===== config.mk =====
export PLATFORM = sky130hd
export DESIGN_NAME = dio_timer_pacer
export DESIGN_NICKNAME = d
export VERILOG_FILES = /design/src/core/dtp_pkg.sv /design/src/core/dtp_down_counter.sv /design/src/core/dio_timer_pacer.sv
export VERILOG_INCLUDE_DIRS = /design/src /design/src/core
export SDC_FILE = /design/constraint.sdc
export NUM_CORES = 1
export LEC_CHECK = 0
export BUFFER_PORTS_ARGS = -buffer_cell sky130_fd_sc_hd__buf_2
export CAP_MARGIN = 20
export CORE_MARGIN = 2
export CORE_UTILIZATION = 49
export DETAILED_ROUTE_END_ITERATION = 12
export PLACE_DENSITY_LB_ADDON = 0.12
export SKIP_LAST_GASP = 1
export SYNTH_ARGS = -nofsm -noshare
export SYNTH_HDL_FRONTEND = slang
export SYNTH_HIERARCHICAL = 1
export SYNTH_SLANG_ARGS = --single-unit
export TNS_END_PERCENT = 5

===== constraint.sdc =====
create_clock -name clk -period 3.44 [get_ports clk]
set_input_delay 0.688 -clock clk [delete_from_list [all_inputs] [get_ports clk]]
set_output_delay 0.688 -clock clk [all_outputs]
set_load 0.05 [all_outputs]

===== src/core/dtp_regs.svh =====
/*
 timing constants and field widths for the timer pacer block.
 assumes inclusion by bare name from core files.
*/
`ifndef DTP_REGS_SVH
`define DTP_REGS_SVH
`define DTP_CNT_W        16
`define DTP_MIN_DIV      16'h0002
`define DTP_RST_DIV      16'hffff
`define DTP_DATA_W       32
`define DTP_TB_HZ        4000000
`define DTP_CLK_HZ       100000000
`define DTP_TB_DIV       (`DTP_CLK_HZ / `DTP_TB_HZ)
`endif


===== src/core/dtp_pkg.sv =====
/*
 types shared by the timer pacer files.
 assumes dtp_regs.svh is on the include path.
*/
package dtp_pkg;
    typedef struct packed {
        logic        cascade_in;
        logic        cascade_out;
        logic        input_pacer_sample_enable;
        logic        output_pacer_enable;
        logic        external_trigger_enable;
        logic        trigger_edge_select;
        logic        software_output_trigger;
    } dtp_ctrl_s;

    typedef enum logic [1:0] {
        DTP_IDLE,
        DTP_WAIT_TRIG,
        DTP_RUN
    } dtp_in_state_e;
endpackage : dtp_pkg


===== src/core/dtp_down_counter.sv =====
/*
 16-bit reloading down-counter, one pacer pulse per period.
 assumes tick marks one time-base cycle of the source clock.
*/
`timescale 1ns/1ps
`include "dtp_regs.svh"
module dtp_down_counter #(
    parameter int CNT_W = `DTP_CNT_W
) (
    input  wire logic             clk,
    input  wire logic             sys_rst,
    input  wire logic             ce,
    input  wire logic             tick,
    input  wire logic [CNT_W-1:0] divisor,
    output logic                  pulse,
    output logic                  level
);
    logic [CNT_W-1:0] cnt_r;
    logic [CNT_W-1:0] div_eff;
    logic [CNT_W-1:0] cnt_nxt;
    localparam logic [CNT_W-1:0] MIN_DIV = CNT_W'(`DTP_MIN_DIV);
    localparam logic [CNT_W-1:0] ONE = CNT_W'(1);

    // clamp divisor to two
    assign div_eff = (divisor < MIN_DIV) ? MIN_DIV : divisor;
    assign cnt_nxt = (cnt_r <= ONE) ? div_eff : (cnt_r - ONE);

    // reload at terminal count
    always_ff @(posedge clk) begin
        if (sys_rst) begin
            cnt_r <= CNT_W'(`DTP_RST_DIV);
        end else if (ce && tick) begin
            if (cnt_r <= ONE) begin
                cnt_r <= div_eff;
            end else begin
                cnt_r <= cnt_r - ONE;
            end
        end
    end

    // one pulse per period, square level
    always_ff @(posedge clk) begin
        if (sys_rst) begin
            pulse <= 1'b0;
            level <= 1'b1;
        end else if (ce) begin
            pulse <= tick && (cnt_r <= ONE);
            if (tick) begin
                level <= (cnt_nxt > (div_eff >> 1));
            end
        end
    end
endmodule : dtp_down_counter


===== src/core/dio_timer_pacer.sv =====
/*
 timer pacer: time-base divider, three down-counters, cascade
 select, input sampling, output update and trigger lines.
 assumes 100 MHz clk, synchronous inputs, plain control ports.
*/
// Behaviour
// - input sampling pacer comes from timer 0.
// - output update pacer comes from timer 1.
// - timer 2 can prescale ahead of timer 0.
// - timer 2 can prescale ahead of timer 1.
// - cascaded rate is time base over timer divisor times prescale.
// - uncascaded rate is time base over timer divisor alone.
// - effective divisor is never below two.
// - each stage takes divisors up to 65535.
// - software output trigger line follows a software level.
// - inputs are latched on each falling edge of timer 0 output while input sampling is active.
// - next output word moves out when timer 1 output goes low.
// - edge select picks rising on 1 and falling on 0.
`timescale 1ns/1ps
`include "dtp_regs.svh"
module dio_timer_pacer #(
    parameter int CNT_W  = `DTP_CNT_W,
    parameter int DATA_W = `DTP_DATA_W,
    parameter int TB_DIV = `DTP_TB_DIV
) (
    input  wire logic              clk,
    input  wire logic              sys_rst,
    input  wire logic              ce,
    input  wire dtp_pkg::dtp_ctrl_s ctrl,
    input  wire logic [CNT_W-1:0]  input_timer_divisor,
    input  wire logic [CNT_W-1:0]  output_timer_divisor,
    input  wire logic [CNT_W-1:0]  prescale_divisor,
    input  wire logic              input_start_trigger,
    input  wire logic [DATA_W-1:0] din,
    input  wire logic [DATA_W-1:0] out_word,
    input  wire logic              out_word_valid,
    output logic                   out_word_ready,
    output logic [DATA_W-1:0]      din_sample_r,
    output logic                   din_sample_valid_r,
    output logic [DATA_W-1:0]      dout_r,
    output logic                   input_pacer_out,
    output logic                   output_pacer_out,
    output logic                   software_output_trigger,
    output logic                   input_sampling_active
);
    localparam int TB_W = $clog2(TB_DIV + 1);
    logic [TB_W-1:0]    tb_cnt_r;
    logic               tb_tick;
    logic [2:0]         tick;
    logic [2:0]         pulse;
    logic [2:0]         level;
    logic [2:0]         level_d_r;
    logic [CNT_W-1:0]   div [3];
    logic               trig_d_r;
    logic               trig_hit;
    logic               in_fall;
    logic               out_fall;
    dtp_pkg::dtp_in_state_e state_r;

    // 4 MHz time base from clk
    always_ff @(posedge clk) begin
        if (sys_rst) begin
            tb_cnt_r <= '0;
        end else if (ce) begin
            if (tb_cnt_r == TB_W'(TB_DIV - 1)) begin
                tb_cnt_r <= '0;
            end else begin
                tb_cnt_r <= tb_cnt_r + TB_W'(1);
            end
        end
    end
    assign tb_tick = (tb_cnt_r == TB_W'(TB_DIV - 1));


    assign div[0] = input_timer_divisor;
    assign div[1] = output_timer_divisor;
    assign div[2] = prescale_divisor;
    // cascade select
    assign tick[2] = tb_tick;
    assign tick[0] = ctrl.cascade_in ? pulse[2] : tb_tick;
    assign tick[1] = ctrl.cascade_out ? pulse[2] : tb_tick;


    genvar g;
    generate
        for (g = 0; g < 3; g++) begin : g_tmr
            dtp_down_counter #(
                .CNT_W   (CNT_W)
            ) u_cnt (
                .clk     (clk),
                .sys_rst (sys_rst),
                .ce      (ce),
                .tick    (tick[g]),
                .divisor (div[g]),
                .pulse   (pulse[g]),
                .level   (level[g])
            );
        end
    endgenerate


    assign input_pacer_out  = level[0];
    assign output_pacer_out = level[1];

    always_ff @(posedge clk) begin
        if (sys_rst) begin
            level_d_r <= 3'h7;
            trig_d_r  <= 1'b0;
        end else if (ce) begin
            level_d_r <= level;
            trig_d_r  <= input_start_trigger;
        end
    end

    assign in_fall  = level_d_r[0] && !level[0];
    assign out_fall = level_d_r[1] && !level[1];
    assign trig_hit = ctrl.trigger_edge_select ?
                      (input_start_trigger && !trig_d_r) :
                      (!input_start_trigger && trig_d_r);

    // start control for input sampling
    always_ff @(posedge clk) begin
        if (sys_rst) begin
            state_r <= dtp_pkg::DTP_IDLE;
        end else if (ce) begin
            case (state_r)
                dtp_pkg::DTP_IDLE: begin
                    if (ctrl.input_pacer_sample_enable) begin
                        state_r <= ctrl.external_trigger_enable ?
                                   dtp_pkg::DTP_WAIT_TRIG :
                                   dtp_pkg::DTP_RUN;
                    end
                end
                dtp_pkg::DTP_WAIT_TRIG: begin
                    if (!ctrl.input_pacer_sample_enable) begin
                        state_r <= dtp_pkg::DTP_IDLE;
                    end else if (trig_hit) begin
                        state_r <= dtp_pkg::DTP_RUN;
                    end
                end
                dtp_pkg::DTP_RUN: begin
                    if (!ctrl.input_pacer_sample_enable) begin
                        state_r <= dtp_pkg::DTP_IDLE;
                    end
                end
                default: state_r <= dtp_pkg::DTP_IDLE;
            endcase
        end
    end

    assign input_sampling_active = (state_r == dtp_pkg::DTP_RUN);

    // input latch on timer 0 falling edge
    always_ff @(posedge clk) begin
        if (sys_rst) begin
            din_sample_r       <= '0;
            din_sample_valid_r <= 1'b0;
        end else if (ce) begin
            din_sample_valid_r <= 1'b0;
            if (input_sampling_active && in_fall) begin
                din_sample_r       <= din;
                din_sample_valid_r <= 1'b1;
            end
        end
    end


    // output word moves on timer 1 falling edge
    assign out_word_ready = ce && ctrl.output_pacer_enable && out_fall;
    always_ff @(posedge clk) begin
        if (sys_rst) begin
            dout_r <= '0;
        end else if (out_word_ready && out_word_valid) begin
            dout_r <= out_word;
        end
    end

    // software output trigger level
    always_ff @(posedge clk) begin
        if (sys_rst) begin
            software_output_trigger <= 1'b0;
        end else if (ce) begin
            software_output_trigger <= ctrl.software_output_trigger;
        end
    end
endmodule : dio_timer_pacer


==> Word-level counts from Yosys, hierarchy flattened <==
Index checks and enable logic that the tools add are counted.
{ "word_totals": {"regBits": 127, "latch_bits": 0, "ramBits": 0, "romBits": 0, "input_bits": 124, "out_inout_bits": 70, "n_memories": 0} }
{ "op_classes": {"addsub": 4, "n_mul": 0, "div_mod_pow": 0, "n_lt_le_gt_ge": 8, "eq_ne": 6, "shifts": 0, "muxes": 17, "bitwise_logic": 0, "n_reduce_logical": 21} }
{ "op_table": {"columns": ["operator", "n"], "rows": [
  ["$mux W16", 6],
  ["$le A16 B1 Y1 const B", 3],
  ["$lt A16 B2 Y1 const B", 3],
  ["$sub A16 B1 Y16 const B", 3],
  ["$gt A16 B15 Y1", 2],
  ["$logic_and A1 B1 Y1", 12],
  ["$mux W2", 5],
  ["$pmux W2 S3", 1],
  ["$reduce_and A2 Y1", 3],
  ["$add A5 B1 Y5 const B", 1],
  ["$eq A5 B5 Y1 const B", 1],
  ["$mux W5", 1],
  ["$logic_not A1 Y1", 4],
  ["$mux W1", 4],
  ["$ne A2 B2 Y1 const B", 2],
  ["$reduce_and A4 Y1", 1],
  ["$ne A3 B3 Y1 const B", 1],
  ["$eq A2 B1 Y1 const B", 1],
  ["$eq A2 B2 Y1 const B", 1],
  ["$logic_not A2 Y1", 1]
]} }

==> Depth between registers and ports, before layout <==
{ "logic_depth": {"ltp_word": 6, "ltp_mapped": 17, "depth_no_buf": 13} }

==> Cells and area by module <==
The synthesis kept the hierarchy.
{ "modules_own_cells": {"columns": ["mod", "n_inst", "cells_per_inst", "area_per_inst_um2", "seq_area_each_um2"], "rows": [
  ["dio_timer_pacer", 1, 348, 2897.8, 1521.5],
  ["dtp_down_counter (g_tmr[0].u_cnt)", 1, 217, 1721.7, 360.3],
  ["dtp_down_counter (g_tmr[2].u_cnt)", 1, 214, 1676.6, 360.3],
  ["dtp_down_counter (g_tmr[1].u_cnt)", 1, 216, 1661.6, 360.3]
]} }

==> Worst setup path after synthesis <==
No wires, ideal clock.
{ "synth_path": {"path_kind": "reg-to-reg", "from": "reg g_tmr[1].u_cnt.cnt_r[0]", "to": "reg g_tmr[1].u_cnt.level", "setup_time_ps": 126, "t_arrival_ps": 3140, "slack_ps": 173, "path_stages_with_launch": 17, "n_path_buf": 4, "cell_sequence": "dfxtp_1 > clkbuf_1 > inv_1 > ha_1 > clkbuf_1 > or2_2 > nand2_1 > or2_1 > buf_6 > clkbuf_1 > a21oi_1 > ha_1 > nand4_1 > nor4_1 > a41oi_1 > a21oi_1 > o21ai_0"} }
{ "synth_via": {"elab_chain_len": 3, "elab_cells_between_ends": 4, "cone_classes": "add/sub: 1; order compare: 2; mux: 1"} }
{ "synth_rtl": {"columns": ["element", "line_no", "source"], "rows": [
  ["from (decl)", "dtp_down_counter.sv:18", "logic [CNT_W-1:0] cnt_r;"],
  ["from (signal assigned)", "dtp_down_counter.sv:31", "cnt_r <= CNT_W'(`DTP_RST_DIV);"],
  ["from (signal assigned)", "dtp_down_counter.sv:34", "cnt_r <= div_eff;"],
  ["from (signal assigned)", "dtp_down_counter.sv:36", "cnt_r <= cnt_r - ONE;"],
  ["$sub A16 B1 Y16 / $le A16 B1 Y1 (equally long branches)", "dtp_down_counter.sv:26", "assign cnt_nxt = (cnt_r <= ONE) ? div_eff : (cnt_r - ONE);"],
  ["$mux W16 *", "dtp_down_counter.sv:26", null],
  ["net g_tmr[1].u_cnt.cnt_nxt[11]", "dtp_down_counter.sv:20", "logic [CNT_W-1:0] cnt_nxt;"],
  ["$gt A16 B15 Y1 *", "dtp_down_counter.sv:49", "level <= (cnt_nxt > (div_eff >> 1));"],
  ["to (signal assigned)", "dtp_down_counter.sv:49", null],
  ["to (decl)", "dtp_down_counter.sv:16", "output logic level"]
]} }
The timed path passes the listed nets; every way through them passes the cells marked *.
A chain may end at the register's enable or synchronous reset.

==> Worst setup path in the final report <==
{ "layout_path": {"from": "reg g_tmr[1].u_cnt.cnt_r[8]", "to": "reg g_tmr[1].u_cnt.level"} }
{ "layout_via": {"elab_chain_len": 3, "elab_cells_between_ends": 4, "cone_classes": "add/sub: 1; order compare: 2; mux: 1"} }
{ "layout_rtl": {"columns": ["element", "line_no"], "rows": [
  ["$le A16 B1 Y1", "dtp_down_counter.sv:26"],
  ["$mux W16", "dtp_down_counter.sv:26"],
  ["net g_tmr[1].u_cnt.cnt_nxt[5]", "dtp_down_counter.sv:20"],
  ["$gt A16 B15 Y1", "dtp_down_counter.sv:49"]
]} }
The timed path passes the listed nets, and every way through them passes these cells.

==> summary.log <==
[status] status complete, no violations
[sta] number of hold violations in the final report 0
[floorplanning] starting density of the core 50.54%
[synth] cell area after synthesis 7401 µm²
[synth] Yosys Warn Count 6
[power_and_ir_drop] P_sw 838.3 µW
[critical_path] Crit Reg-Reg Startpoint g_tmr[1].u_cnt/cnt_r[8]
[sta] clock period minus worst slack 3.190 ns
[floorplanning] die width 126.9 µm
[floorplanning] number of cell rows 44
[worst_hold_path] Worst Hold Class reg2reg
[critical_path] slowest cell on the critical path sky130_fd_sc_hd__nor4_2
[layout] final design utilization 61.81%
[global_route] global route total overflow 0
[power_and_ir_drop] Seq pwr share 42.4%
[power_and_ir_drop] Peak VDD IR 0.0003025 V
[synth] synthesized instance count 921
[route] number of DRC violations after detailed-routing iteration 0 453
[critical_path] maximum fanout along the worst path 10
[critical_path] signal arrival time at the worst endpoint 3.47 ns
[sta] measured slew at the worst slew-check pin 0.6394 ns
[layout] most common cell after layout, fill and taps aside sky130_fd_sc_hd__buf_2
[global_route] wire length of the first global-routing pass 31320 µm
[global_route] pin count of the biggest net entering global routing 56
[worst_hold_path] critical hold path startpoint din_sample_r[1]
[placed_design] final weighted congestion in routability-driven placement 0.8602
[placed_design] DP HPWL 14330 µm
[critical_path] Data required, critical path 3.72 ns
[cts] library cell used as clock root buffer sky130_fd_sc_hd__clkbuf_16
[sta] headroom to the max-slew limit 57.37%
[route] wire length per cell after detailed routing 15.12 µm
[floorplanning] number of top-level pins 194
[layout] non-filler cells in the finished layout 1298
[power_and_ir_drop] Gate power share 6.4%
[sta] Period Utilization, post-route 92.73%
[cts] number of H-tree branching levels 4
[route] drt pass-1 iters 5
[global_route] vias in the first global route 6331
[layout] Post-Layout Inst Area 9051 µm²
[route] count of vias placed by the detailed router 6968
[critical_path] list of cells traversed by the critical path nor4_2 > nand4b_2 > or2_1 > buf_12 > mux2_4 > inv_1 > ha_1 > a21oi_1 > o21ai_0 > a32o_1 > a211oi_1 > o21ai_0
[route] count of nets left with antenna violations after detail routing 0
[route] final wirelength 19620 µm
[floorplanning] Die Y-Extent 126.9 µm
[critical_path] critical path startpoint category flip-flop
[synth] syn avg cell area 8.036 µm²
[cts] Clock Tree Buf Depth 2
[cts] Clock Sink Count 127
[sta] total count of max-transition violations in the final report 0
[placed_design] IO Port Bufs 193
[cts] clock latency of the later-clocked register in the worst-skew pair 0.42 ns
[power_and_ir_drop] switching fraction of total power 23.82%
[layout] Ant. Diodes 0
[placed_design] placed cell count 1266
[floorplanning] Total Die Area 16100 µm²
[cts] Post-CTS Repair Setup Buffers 0
[critical_path] Slowest Stage Delay on Critical Path 0.44 ns
[power_and_ir_drop] power density relative to cell area 388.8 nW/µm²
[critical_path] launch point of the worst path g_tmr[1].u_cnt/cnt_r[8]
[cts] CTS tree yes
[layout] most frequent cells in the layout sky130_fd_sc_hd__buf_2 (192), sky130_fd_sc_hd__nand2_1 (158), sky130_fd_sc_hd__dfxtp_1 (127), sky130_fd_sc_hd__a21oi_1 (112), sky130_fd_sc_hd__nor2_1 (60)
[sta] unrepaired setup endpoints after global routing true
[global_route] initial antenna violation count 0
[power_and_ir_drop] total leakage power 0.003863 µW
[cts] clock-pin transition on the worst setup and hold timing paths 0.06 ns
[critical_path] most numerous cell on the critical path sky130_fd_sc_hd__o21ai_0
[route] DRC Markers 0
[critical_path] type of element capturing the critical path flip-flop
[sta] Clock Skew 0.01151 ns
[sta] highest clock frequency the design can meet 313.5 MHz
[layout] nets@finish 1263
[critical_path] Critical Setup Path Class reg2reg
[synth] number of nets in the synthesized netlist 1083
[route] DR vias/cell 5.368
[global_route] global-route usage over all layers 24.13%
[floorplanning] Core Region 14640 µm²
[run] Max Cap Violations 0
[placed_design] post-place instance area 8424 µm²
[sta] endpoints failing setup 0
[cts] number of clock buffers inserted by TritonCTS 17
[power_and_ir_drop] internal portion of total power 2681 µW
[layout] share of layout cells above drive strength 1 28.46%
[power_and_ir_drop] fraction of power consumed by the clock network 51.2%
[layout] Area Overhead vs Synth 22.30%
==> layer usage <==
| metal | part of all wire (%) | track usage (%) | wire length (µm) |
|---|---|---|---|
| met4 | 1.4 | 8.016 | 278 |
| met1 | 45 | 31.00 | 8804 |
| met3 | 6.0 | 5.483 | 1170 |
| met2 | 48 | 40.20 | 9366 |
| met5 | 0 | 0 | 0 |
==> worst max-delay path: cells and delay by family, from the launching register on <==
kind            cells  cell delay (ns)
simple gates        3             1.17
compound gates      5             0.75
flops               1             0.35
mux                 1             0.30
buf+inv             2             0.26
fa+ha+maj           1             0.23
==> worst paths after layout <==
check	to	slack, ns	depth (start not counted)
setup reg to reg	g_tmr[1].u_cnt/level	0.25	12
setup / recovery	g_tmr[1].u_cnt/level	0.25	12
hold reg to reg	din_sample_r[1]	0.45	2
hold / removal	din_sample_r[1]	0.45	2
==> layout make-up <==
class,count,area [µm²]
clock buffer,18,439.2
clock inverter,14,156.4
fill,1318,5593
inverter,56,210.2
multi-input combinational,687,4349
sequential,127,2542
tap,184,230.2
timing repair buffer,212,1124
==> flip-flops by register name, indices dropped and copies added, names as in the netlist <==
register,cells
g_tmr.u_cnt/cnt_r,48
din_sample_r,32
dout_r,32
tb_cnt_r,5
g_tmr.u_cnt/level,2
level_d_r,2
state_r,2
din_sample_valid_r,1
g_tmr.u_cnt/pulse,1
software_output_trigger,1
trig_d_r,1
==> power by group through the flow <==
stage	sequential [µW]	combinational (µW)	clock, µW
6_report	1490	226	1800
5_1_grt	1490	254	1910
4_1_cts	1490	225	1840
3_5_place_dp	1520	223	0
3_3_place_gp	1520	224	0
2_1_floorplan	1520	106	0
==> repair_timing <==
item | CTS | global route
hold buffers | 0 | 0
setup endpoints to repair | 0 | 2
resized for setup | 0 | 7
==> through the flow <==
stage                     hold slack, ns  power, µW  worst slack [ns]  TNS [ns]
after global routing              0.4648       3653          -0.01978  -0.01978
final                             0.4497       3519            0.2501         0
after detailed placement          0.4432       1747           0.09870         0
after CTS                         0.4512       3558           0.07894         0
after floorplan                   0.4574       1630            0.1734         0
after global placement            0.4387       1748            0.1754         0
No activity file was read; power rests on OpenSTA's default activity.
